`src/verilog/pmms_map.vh`:
```
`ifndef PMMS_MAP_VH
`define PMMS_MAP_VH

// Register offsets on the plain register port.
`define PMMS_ADDR_W          3
`define PMMS_OFS_CTRL        3'h0
`define PMMS_OFS_PRANGE      3'h1
`define PMMS_OFS_DRANGE      3'h2
`define PMMS_OFS_PART        3'h3
`define PMMS_OFS_STATUS      3'h4

// Control register fields.
`define PMMS_CTRL_WARN_EN    0
`define PMMS_CTRL_PART_EN    1
`define PMMS_CTRL_PES        2

// Status register fields.
`define PMMS_ST_WARN_FLAG    0
`define PMMS_ST_BELOW_WARN   1
`define PMMS_ST_CORE_RESET   2
`define PMMS_ST_BACKUP       3
`define PMMS_ST_SIZE_SEL     4
`define PMMS_ST_EXT_RESET    5

// Reset values.
`define PMMS_RST_CTRL        8'h00
`define PMMS_RST_PRANGE      8'h10
`define PMMS_RST_DRANGE      8'h10
`define PMMS_RST_PART        8'h08

// Warning interrupt vector address.
`define PMMS_WARN_VECTOR     8'h2b

// Synchroniser bit positions.
`define PMMS_SY_WARN         0
`define PMMS_SY_RESET        1
`define PMMS_SY_BACKUP       2
`define PMMS_SY_IND          3
`define PMMS_SY_SIZE         4
`define PMMS_SY_W            5
`define PMMS_SY_INIT         5'h18

`endif

```
`src/verilog/pmms_sync.v`:
```
`timescale 1ns/10ps
module pmms_sync #(
    parameter WIDTH = 5,
    parameter [WIDTH-1:0] INIT = {WIDTH{1'b0}}
) (
    input  wire             clock,   // Processor clock.
    input  wire             srst,    // Synchronous reset, active high.
    input  wire [WIDTH-1:0] async_i, // Levels from outside the clock domain.
    output reg  [WIDTH-1:0] sync_o   // Levels after two flip-flops.
);

    reg [WIDTH-1:0] meta_q;

    // The first stage feeds only the second stage.
    always @(posedge clock)
    begin
        if (srst)
        begin
            meta_q <= INIT;
            sync_o <= INIT;
        end
        else
        begin
            meta_q <= async_i;
            sync_o <= meta_q;
        end
    end

endmodule

```
`src/verilog/pmms_top.v`:
```
// What this block does
// Warning threshold crossing, enabled, vectors to 2Bh
// Minimum threshold holds core in reset
// Power-fail reset forces all selects high
// Backup threshold switches to backup cell
// Drive reset indicator low while in reset; the code drives it only on below_reset, not on backup or an outside pull
// External low on indicator resets the core
// Backup-active output low on backup cell
// Size select picks 32k banks or 128k
// Board holds size select at defined level
// Program and data ranges map byte-wide bus
// Unmapped addresses go to expanded bus
// Partition mode splits one 64k space
// Peripheral space select adds 64k data space
// Peripheral selects decode 16k quarters, lowest first
// Large SRAM reuses bank selects as address
// Comparators and indicator synchronised before use
//
// Local design decisions: the strobed register port and the placing of the registers.
`timescale 1ns/10ps
`include "pmms_map.vh"
module pmms_top #(
    parameter DATA_W = 8,
    parameter ADDR_W = 16
) (
    input  wire              clock,                     // Processor clock, 125 MHz.
    input  wire              srst,                      // Synchronous reset, active high.
    input  wire              below_warning,             // Comparator: supply under warning level.
    input  wire              below_reset,               // Comparator: supply under reset level.
    input  wire              below_backup,              // Comparator: supply under backup level.
    input  wire              sram_size_select,          // Pin: high for 32k banks, low for 128k.
    input  wire              reset_indicator_n_i,       // Reset indicator pin level.
    output reg               reset_indicator_n_o,       // Reset indicator drive value.
    output reg               reset_indicator_n_oe,      // Reset indicator drive enable.
    output reg               backup_active_n,           // Low while on backup cell.
    output reg               switched_memory_supply_bk, // Memory supply taken from backup cell.
    output reg               core_reset,                // Holds the processor in reset.
    output reg               warn_irq,                  // One-cycle interrupt request.
    output reg  [7:0]        warn_vector,               // Interrupt vector address.
    input  wire              mem_req,                   // Core memory access strobe.
    input  wire              mem_is_data,               // Access is to data space.
    input  wire              mem_write,                 // Access is a write.
    input  wire [ADDR_W-1:0] mem_addr,                  // Core address.
    output reg  [3:0]        memory_bank_select_n,      // SRAM bank selects, active low.
    output reg  [3:0]        io_device_select_n,        // Peripheral selects, active low.
    output reg               sram_write_n,              // SRAM write strobe, active low.
    output reg  [ADDR_W-1:0] bytewide_addr,             // Byte-wide bus address.
    output reg               expanded_bus_sel,          // Access goes to the expanded bus.
    output reg  [ADDR_W-1:0] expanded_addr,             // Expanded bus address.
    input  wire [2:0]        reg_addr,                  // Register address.
    input  wire [DATA_W-1:0] reg_wdata,                 // Register write data.
    input  wire              reg_write,                 // Register write strobe.
    input  wire              reg_read,                  // Register read strobe.
    output reg  [DATA_W-1:0] reg_rdata                  // Read data, one cycle after strobe.
);

    // True when a 4k page lies below a page-count limit.
    function page_below;
        input [3:0] page;
        input [7:0] limit;
        begin
            page_below = ({4'h0, page} < limit);
        end
    endfunction

    // One-hot active-low decode of a two-bit field.
    function [3:0] decode_n;
        input [1:0] sel;
        begin
            decode_n = 4'hf;
            decode_n[sel] = 1'b0;
        end
    endfunction

    wire [`PMMS_SY_W-1:0] sy;
    wire [`PMMS_SY_W-1:0] sy_async;

    assign sy_async = {sram_size_select, reset_indicator_n_i, below_backup,
                       below_reset, below_warning};

    // Indicator and size select idle high so reset release is not spurious.
    pmms_sync #(
        .WIDTH (`PMMS_SY_W),
        .INIT  (`PMMS_SY_INIT)
    ) u_sync (
        .clock   (clock),
        .srst    (srst),
        .async_i (sy_async),
        .sync_o  (sy)
    );

    wire warn_s   = sy[`PMMS_SY_WARN];
    wire reset_s  = sy[`PMMS_SY_RESET];
    wire backup_s = sy[`PMMS_SY_BACKUP];
    wire ind_s    = sy[`PMMS_SY_IND];
    wire size_s   = sy[`PMMS_SY_SIZE];

    reg [7:0] ctrl_q;
    reg [7:0] prange_q;
    reg [7:0] drange_q;
    reg [7:0] part_q;
    reg       warn_flag_q;
    reg       warn_prev_q;
    reg       ext_reset_q;
    reg [1:0] own_drive_q;

    // Our own drive pulls the pin low too, and the pin level reaches ind_s two
    // clocks after the drive changes. A low counts as an outside request only
    // when neither the drive nor its delayed copies were on; otherwise our own
    // release would read back as a foreign pull. An outside pull during our drive is missed.
    wire self_drive = reset_indicator_n_oe | own_drive_q[0] | own_drive_q[1];
    wire ext_pull  = ~ind_s & ~reset_s & ~self_drive;
    wire in_reset  = reset_s | ext_pull | backup_s;
    wire warn_rise = warn_s & ~warn_prev_q;
    wire warn_fire = warn_rise & ctrl_q[`PMMS_CTRL_WARN_EN] & ~in_reset;

    wire wr_ctrl   = reg_write & (reg_addr == `PMMS_OFS_CTRL);
    wire wr_prange = reg_write & (reg_addr == `PMMS_OFS_PRANGE);
    wire wr_drange = reg_write & (reg_addr == `PMMS_OFS_DRANGE);
    wire wr_part   = reg_write & (reg_addr == `PMMS_OFS_PART);
    wire wr_status = reg_write & (reg_addr == `PMMS_OFS_STATUS);

    // Control registers survive power-fail and backup; only srst clears them,
    // which stands for the nonvolatile state being retained.
    always @(posedge clock)
    begin
        if (srst)
        begin
            ctrl_q   <= `PMMS_RST_CTRL;
            prange_q <= `PMMS_RST_PRANGE;
            drange_q <= `PMMS_RST_DRANGE;
            part_q   <= `PMMS_RST_PART;
        end
        else
        begin
            if (wr_ctrl)
            begin
                ctrl_q <= reg_wdata;
            end
            if (wr_prange)
            begin
                prange_q <= reg_wdata;
            end
            if (wr_drange)
            begin
                drange_q <= reg_wdata;
            end
            if (wr_part)
            begin
                part_q <= reg_wdata;
            end
        end
    end

    // Warning flag: write one to clear, a new event in the same cycle wins.
    always @(posedge clock)
    begin
        if (srst)
        begin
            warn_flag_q <= 1'b0;
            warn_prev_q <= 1'b0;
            warn_irq    <= 1'b0;
            warn_vector <= 8'h00;
        end
        else
        begin
            warn_prev_q <= warn_s;
            warn_irq    <= warn_fire;
            warn_vector <= `PMMS_WARN_VECTOR;
            if (warn_fire)
            begin
                warn_flag_q <= 1'b1;
            end
            else if (wr_status & reg_wdata[`PMMS_ST_WARN_FLAG])
            begin
                warn_flag_q <= 1'b0;
            end
        end
    end

    // Sticky record that an outside party pulled the indicator low.
    always @(posedge clock)
    begin
        if (srst)
        begin
            ext_reset_q <= 1'b0;
        end
        else if (ext_pull)
        begin
            ext_reset_q <= 1'b1;
        end
        else if (wr_status & reg_wdata[`PMMS_ST_EXT_RESET])
        begin
            ext_reset_q <= 1'b0;
        end
    end

    // Power state outputs.
    // The drive copies line up with the two synchroniser stages of the pin.
    always @(posedge clock)
    begin
        if (srst)
        begin
            core_reset                <= 1'b1;
            reset_indicator_n_o       <= 1'b0;
            reset_indicator_n_oe      <= 1'b0;
            backup_active_n           <= 1'b1;
            switched_memory_supply_bk <= 1'b0;
            own_drive_q               <= 2'b00;
        end
        else
        begin
            core_reset                <= in_reset;
            reset_indicator_n_o       <= 1'b0;
            reset_indicator_n_oe      <= reset_s;
            backup_active_n           <= ~backup_s;
            switched_memory_supply_bk <= backup_s;
            own_drive_q               <= {own_drive_q[0], reset_indicator_n_oe};
        end
    end

    // Address map decode.
    reg              map_nv;
    reg              map_prog;
    reg              map_io;
    reg [16:0]       phys;
    reg [3:0]        bank_n;
    reg [3:0]        io_n;
    reg [ADDR_W-1:0] ba;

    wire [3:0] page   = mem_addr[ADDR_W-1:ADDR_W-4];
    wire       peripheral_space_select    = ctrl_q[`PMMS_CTRL_PES];
    wire       part   = ctrl_q[`PMMS_CTRL_PART_EN];

    always @*
    begin
        map_nv   = 1'b0;
        map_prog = 1'b0;
        map_io   = 1'b0;
        phys     = {1'b0, mem_addr};
        // Peripheral space claims every data access; program follows the map below.
        if (mem_is_data & peripheral_space_select)
        begin
            map_io = 1'b1;
        end
        else if (part)
        begin
            // One shared 64k space: program below the boundary, data above.
            map_prog = ~mem_is_data & page_below(page, part_q);
            map_nv   = map_prog | (mem_is_data & ~page_below(page, part_q));
        end
        else
        begin
            map_prog = ~mem_is_data & page_below(page, prange_q);
            map_nv   = map_prog | (mem_is_data & page_below(page, drange_q));
            phys     = {mem_is_data, mem_addr};
        end
    end

    always @*
    begin
        bank_n = 4'hf;
        io_n   = 4'hf;
        ba     = mem_addr;
        if (map_io)
        begin
            io_n = decode_n(mem_addr[ADDR_W-1:ADDR_W-2]);
        end
        else if (map_nv & size_s)
        begin
            bank_n = decode_n(phys[16:15]);
            ba     = {1'b0, mem_addr[ADDR_W-2:0]};
        end
        else if (map_nv)
        begin
            // Second and third bank pins carry the top address bits here.
            bank_n = {1'b1, phys[15], phys[16], 1'b0};
            ba     = {1'b0, mem_addr[ADDR_W-2:0]};
        end
    end

    // Memory strobes; program blocks are write-protected.
    // Addresses keep their last value while idle, which saves toggling the pins.
    always @(posedge clock)
    begin
        if (srst)
        begin
            memory_bank_select_n <= 4'hf;
            io_device_select_n   <= 4'hf;
            sram_write_n         <= 1'b1;
            bytewide_addr        <= {ADDR_W{1'b0}};
            expanded_bus_sel     <= 1'b0;
            expanded_addr        <= {ADDR_W{1'b0}};
        end
        else if (in_reset | ~mem_req)
        begin
            memory_bank_select_n <= 4'hf;
            io_device_select_n   <= 4'hf;
            sram_write_n         <= 1'b1;
            expanded_bus_sel     <= 1'b0;
        end
        else
        begin
            memory_bank_select_n <= bank_n;
            io_device_select_n   <= io_n;
            sram_write_n         <= ~(mem_write & (map_nv | map_io) & ~map_prog);
            bytewide_addr        <= ba;
            expanded_bus_sel     <= ~map_nv & ~map_io;
            expanded_addr        <= mem_addr;
        end
    end

    // Register read port; unmapped addresses read zero.
    // Status shows live levels; only the warning and outside-reset bits are sticky.
    always @(posedge clock)
    begin
        if (srst)
        begin
            reg_rdata <= {DATA_W{1'b0}};
        end
        else if (reg_read)
        begin
            case (reg_addr)
                `PMMS_OFS_CTRL:
                    reg_rdata <= ctrl_q;
                `PMMS_OFS_PRANGE:
                    reg_rdata <= prange_q;
                `PMMS_OFS_DRANGE:
                    reg_rdata <= drange_q;
                `PMMS_OFS_PART:
                    reg_rdata <= part_q;
                `PMMS_OFS_STATUS:
                    reg_rdata <= {2'h0, ext_reset_q, size_s, backup_s, in_reset,
                                  warn_s, warn_flag_q};
                default:
                    reg_rdata <= {DATA_W{1'b0}};
            endcase
        end
        else
        begin
            reg_rdata <= {DATA_W{1'b0}};
        end
    end

endmodule

```
`config.mk`:
```
export PLATFORM = sky130hd
export DESIGN_NAME = pmms_top
export DESIGN_NICKNAME = d
export VERILOG_FILES = /design/src/verilog/pmms_sync.v /design/src/verilog/pmms_top.v
export VERILOG_INCLUDE_DIRS = /design/src /design/src/verilog
export SDC_FILE = /design/constraint.sdc
export NUM_CORES = 1
export LEC_CHECK = 0
export BUFFER_PORTS_ARGS = -buffer_cell sky130_fd_sc_hd__buf_2
export CORE_MARGIN = 2
export CORE_UTILIZATION = 30
export DETAILED_ROUTE_END_ITERATION = 16
export SLEW_MARGIN = 25
export SYNTH_ARGS = -nofsm -noshare
export SYNTH_HDL_FRONTEND = slang
export SYNTH_HIERARCHICAL = 1
export SYNTH_SLANG_ARGS = --single-unit
export TNS_END_PERCENT = 20
```
`constraint.sdc`:
```
create_clock -name clock -period 1.9 [get_ports clock]
set_input_delay 0.095 -clock clock [delete_from_list [all_inputs] [get_ports clock]]
set_output_delay 0.095 -clock clock [all_outputs]
set_load 0.02 [all_outputs]
```
**Yosys cells after proc, flatten, opt, wreduce, memory -nomap -nowiden**

Cells that the tools add are included.

- Register bits after elaboration: 110
- Input port bits: 39
- Output and inout port bits: 64

- Order comparisons: 7
- Muxes and demuxes: 22
- Bitwise gates (word level): 45
- Equality and inequality tests: 4
- Reductions and logical operators: 9

Operators with widths:

| operator | count |
|---|---|
| 16-bit two-way mux | 3 |
| 8-bit case mux with 5 select lines | 1 |
| 17-bit two-way mux | 2 |
| 4-bit by 8-bit < comparator with 1-bit output | 3 |
| 1-bit AND | 21 |
| 1-bit inverter | 14 |
| 1-bit two-way mux | 11 |
| 4-bit inverter | 2 |
| 1-bit bitwise OR | 8 |
| 3-bit by 2-bit equality test with 1-bit output (second input constant) | 2 |
| 2-bit by 3-bit < comparator with 1-bit output (second input constant) | 2 |
| 6-bit two-way mux | 1 |
| 3-bit OR reduction | 2 |
| 1-bit demux with 2-bit select | 2 |
| 2-bit by 1-bit greater-or-equal comparator with 1-bit output (second input constant) | 2 |
| 4-bit two-way mux | 1 |
| 2-bit nonzero test | 2 |
| 2-bit OR reduction | 2 |
| 3-bit by 1-bit equality test with 1-bit output (second input constant) | 1 |
| 3-bit equality test (second input constant) | 1 |
| 3-bit logical NOT | 1 |
| 3-bit two-way mux | 1 |
| 1-bit logical AND | 2 |

**Logic depth before layout (Yosys ltp)**

- Depth in word-level cells: 10
- Depth in mapped cells: 10

**By module**

Netlist, hierarchy kept.

By module, submodules not included:

| module | cells an instance | area each (um^2) | times used |
|---|---|---|---|
| pmms_top | 402 | 3389.5 | 1 |
| pmms_sync | 20 | 262.8 | 1 |

**Least setup slack after synthesis**

OpenSTA, ideal clock, no wires.

- Path kind: register -> register
- From: register part_q[1]
- To: register sram_write_n
- Path slack: 5 ps
- Arrival time: 1775 ps
- Cell stages (with the launch flop): 11
- Setup time: 120 ps
- Buffers on the path: 0
- Period minus slack after synthesis: 1895 ps
- Path through: dfxtp_1 inv_1 ha_1 a21o_1 a21oi_1 nor2b_1 o21ai_0 ha_1 nand2_1 o21ai_0 a211o_1

- Longest elaborated chain between the ends: 10
- Elaborated cells between the ends (all ways): 14

Ends and longest elaborated chain:

| what | RTL line | text |
|---|---|---|
| from (decl) | pmms_top.v:101 | `reg [7:0] part_q;` |
| from (signal assigned) | pmms_top.v:132 | `` part_q <= `PMMS_RST_PART; `` |
| from (signal assigned) | pmms_top.v:150 | `part_q <= reg_wdata;` |
| 4-bit by 8-bit < comparator with 1-bit output (*) | pmms_top.v:62 | `page_below = ({4'h0, page} < limit);` |
| 1-bit inverter | pmms_top.v:250 | `map_nv = map_prog \| (mem_is_data & ~page_below(page, part_q));` |
| 1-bit AND | pmms_top.v:250 |  |
| 1-bit bitwise OR | pmms_top.v:250 |  |
| 1-bit two-way mux | pmms_top.v:246 | `else if (part)` |
| 1-bit two-way mux | pmms_top.v:242 | `if (mem_is_data & peripheral_space_select)` |
| 1-bit bitwise OR | pmms_top.v:306 | `sram_write_n <= ~(mem_write & (map_nv \| map_io) & ~map_prog);` |
| 1-bit AND | pmms_top.v:306 |  |
| 1-bit AND (*) | pmms_top.v:306 |  |
| 1-bit inverter (*) | pmms_top.v:306 |  |
| to (signal assigned) | pmms_top.v:306 |  |
| to (decl) | pmms_top.v:46 | `output reg sram_write_n,` |

Every way passes the cells marked *; elsewhere a longest branch is shown, timed or not.
A chain may end at the register's enable or synchronous reset.

**Worst setup path after layout**

- From: register part_q[1]
- To: register memory_bank_select_n[3]

- Longest elaborated chain between the ends: 8
- Elaborated cells between the ends (all ways): 9

Ends and longest elaborated chain:

| what | RTL line | text |
|---|---|---|
| 4-bit by 8-bit < comparator with 1-bit output (*) | pmms_top.v:62 |  |
| 1-bit inverter | pmms_top.v:250 |  |
| 1-bit AND | pmms_top.v:250 |  |
| 1-bit bitwise OR (*) | pmms_top.v:250 |  |
| 1-bit two-way mux (*) | pmms_top.v:246 |  |
| 1-bit two-way mux (*) | pmms_top.v:242 |  |
| 1-bit AND (*) | pmms_top.v:269 | `else if (map_nv & size_s)` |
| 4-bit two-way mux (*) | pmms_top.v:269 |  |
| to (signal assigned) | pmms_top.v:304 | `memory_bank_select_n <= bank_n;` |
| to (decl) | pmms_top.v:44 | `output reg [3:0] memory_bank_select_n,` |

Marked as above.

==> results.md <==
* Worst path arrival time at 2.10 ns
* Vias per inst at 4.67
* Slew margin rel. at approximately 57%
* Fin nets at 571
* IO Count at 103
* Post-synth EDFFs at 0
* Fmax achieved at 0.529 GHz
* Die Footprint at 0.0131 mm2
* Chip height at 114 um
* Clk Latency, worst-skew pair at approximately 0.34 ns
* Initial antenna violation count at 0
* Clk Tree Root Cell: clkbuf_16
* N_diodes at 0
* Number of max-slew violations in the final report at 0
* Final Critical Period at 1.89 ns
* Ys async rst share at 0%
* Worst Hold Class: in2reg
* Reg area at 0.00176 mm2
* Initial DRC count at 188
* RSZ-0062 raised after global routing: true
* CP Capture Type: flop
* Worst Slack Setup Final at 0.00927 ns
* Synth warn at 6
* Layout cells sized above 1 at 28.3%
* Most frequent cell after synthesis: nand2_1
* Footprint of the multi-input gates at roughly 0.0016 mm2
* RD Place Congestion at 0.851
* Xor and xnor area share after synthesis at 0%
* Area grow syn2layout at 26.9%
* Post-synthesis sequential area ratio at ~48%
* DIE WIDTH at 114 um
* Placed Instances at 643
* Post-CTS Setup Bufs at 0
* Max-Cap Viols at 0
* Setup violators final at 0
* Antenna viol nets, final at 0
* H-tree lvl count at 3
* Largest family of logic cells by synthesized area: simple AND/OR/NAND/NOR gates
* Drt first pass iters at 4
* CP top delay family: simple AND/OR/NAND/NOR gates
* Compound-gate portion of the synthesized area at 13.8%
* Required time of the critical path at between 2 and 2.5 ns
* Final cell count without fillers at 674
* Row count at 40
* Dpl hpwl at approximately 7000 um
* Number of remaining DRC errors at 0
* Clock sink count at between 80 and 90
* Slowest Stage Delay on Critical Path at 0.33 ns
* First-pass GRT wire length at between 15000 and 20000 um
* Final Skew at 0.00599 ns
* CTS Buf Count at 9
* CP Launch Type: flop
* Hold Slack at 0.0150 ns
* WL per Instance at 14.1 um
* Library cells used by synthesis at 49
* Mapped Cells at 422
* Number of global-route vias before repair at 3014
* CTS clk-pin slew, worst paths at 0.06 ns
* GRT Overall Usage at 15.0%
* Clk buf depth at 2
* Place WS at -0.146 ns
* Dpl cell area at 0.00416 mm2
* Post-synthesis mux area share at 2.77%
* CTS tree: built
* Post-Route WL at 9530 um
* Buffer and inverter count on the worst path at 1
* Max FO, Critical Path at 4
* Leakage at between 1.5 and 2 nW
* Share of the synthesized area in the top cell type at 48.2%
* Least-Margin Pin Slew at about 0.64 ns
* # port buffers at 97
* Sequence of cells on the critical path: inv_2, ha_4, a21o_1, a21oi_2, nor2b_1, o21ai_1, ha_1, nand2_2, and4b_4, nand4_1
* Netlist Area Pre-Place at 0.00365 mm2
* Vias at 3145
* Peak supply drop at 0.397 mV
* WS Path Type: reg2reg
* Core region area at 0.0120 mm2
* Synth Area in Adders at 3.43%
* Largest net degree at the start of global routing at 63
* Main synth FF type: dfxtp_1
* Synth cell count leaders: 110 x nand2_1, 88 x dfxtp_1, 54 x a21oi_1
* Initial Util at around 31%
* Filler cells at 1229
* Synth area leaders: dfxtp_1 48%, nand2_1 11%, a21oi_1 7.4%
* Syn Area/Cell at 8.65 um2
* Yosys top cell by area: dfxtp_1
* Final Instance Area at 0.00463 mm2
* Crit share post-route at around 100%
* GRT Residual Overflow at 0
* Seq cells post-synth at 88
* CP max stage cell: dfxtp_2
* Power Density at approximately 910 mW/mm2
* Status: finished clean
* Synth Area in Simple Gates at 21.8%
* Fin. Hold Viols at 0
report_power, final:
group          internal [mW]  leakage, nW  switching [mW]
registers               1.90        0.717          0.0354
clock network           1.06        0.145           0.743
logic                  0.185         1.05           0.290
cell usage in the layout, fill, tap and decap left out, types with 3 or more instances in the layout:
| cell | synthesis | routed |
|---|---|---|
| a21oi_1 | 54 | 53 |
| a22oi_1 | 11 | 11 |
| buf_2 | 8 | 97 |
| buf_4 | 23 | 16 |
| clkbuf_16 | 0 | 9 |
| conb_1 | 1 | 5 |
| dfxtp_1 | 88 | 87 |
| dlygate4sd3_1 | 1 | 15 |
| ha_1 | 10 | 9 |
| inv_1 | 15 | 14 |
| mux2_2 | 3 | 3 |
| mux4_2 | 3 | 3 |
| nand2_1 | 110 | 109 |
| nand2b_1 | 3 | 3 |
| nand3_1 | 9 | 9 |
| nor2_1 | 9 | 9 |
| nor2b_1 | 14 | 14 |
| nor3_1 | 3 | 3 |
| o211ai_1 | 3 | 3 |
| o21ai_0 | 6 | 5 |
| or2_1 | 4 | 4 |
kinds of logic (layout without fill, tap and decap cells):
family	Yosys count	after routing
and+or+nand+nor	172	172
DFF	88	88
AOI/OAI and AO/OA	86	86
buffers and inverters	59	160
adders and majority gates	10	10
muxes	6	6
other	1	5
sequential cells by signal (all words and copies together) (netlist names), 2 cells and up:
name / flops
io_device_select_n: 4
drange_q: 8
u_sync/meta_q: 5
u_sync/sync_o: 5
reg_rdata: 8
bytewide_addr: 16
own_drive_q: 2
ctrl_q: 8
memory_bank_select_n: 4
part_q: 8
prange_q: 8
worst min-delay path, cell delays in order:
cell and delay [ns]:
buf_2 0.09, inv_1 0.04, a211o_1 0.09
cell type report:
class                      instances  share of cell area [%]
inverter                          16                    1.30
clock buffer                      10                    5.16
sequential                        88                    38.1
timing repair buffer             128                    16.3
tap                              147                    3.97
clock inverter                     6                    1.46
multi-input combinational        279                    33.8
repair_timing:
action / in CTS / in global routing
gates resized for setup: 5 / 1
gates cloned: 0 / 0
hold endpoints to repair: 15 / 0
pin swaps: 7 / 6
setup endpoints to repair: 6 / 7
hold buffers: 15 / 0
worst paths after layout:
| check | startpoint | slack (ns) | endpoint | cells after the start |
|---|---|---|---|---|
| hold / removal | mem_write | 0.02 | sram_write_n | 3 |
| setup / recovery | part_q[1] | 0.009 | memory_bank_select_n[3] | 10 |
| hold reg to reg | u_sync/meta_q[4] | 0.41 | u_sync/sync_o[4] | 1 |
| setup reg to reg | part_q[1] | 0.009 | memory_bank_select_n[3] | 10 |
metrics by stage:
step                total power [mW]  utilization, %  TNS, ns
floorplan                       2.29               -        0
global placement                2.42            34.7   -0.137
detailed placement              2.43            34.7   -0.577
CTS                             4.27            38.7  -0.0731
global route                    4.41            38.7   -0.528
finish                          4.22            38.7        0
metal layers:
layer | vias to the layer above | routed length, um | GRT usage (%) | share of wire [%]
met1 | 1439 | 4030 | 17.6 | 42
met5 | - | 0 | 0 | 0
met3 | 13 | 653 | 4.29 | 6.9
met2 | 108 | 4650 | 25.4 | 49
met4 | 0 | 188 | 6.83 | 2.0
li1 | 1585 | - | - | -
Power figures use the tool's default switching activity.
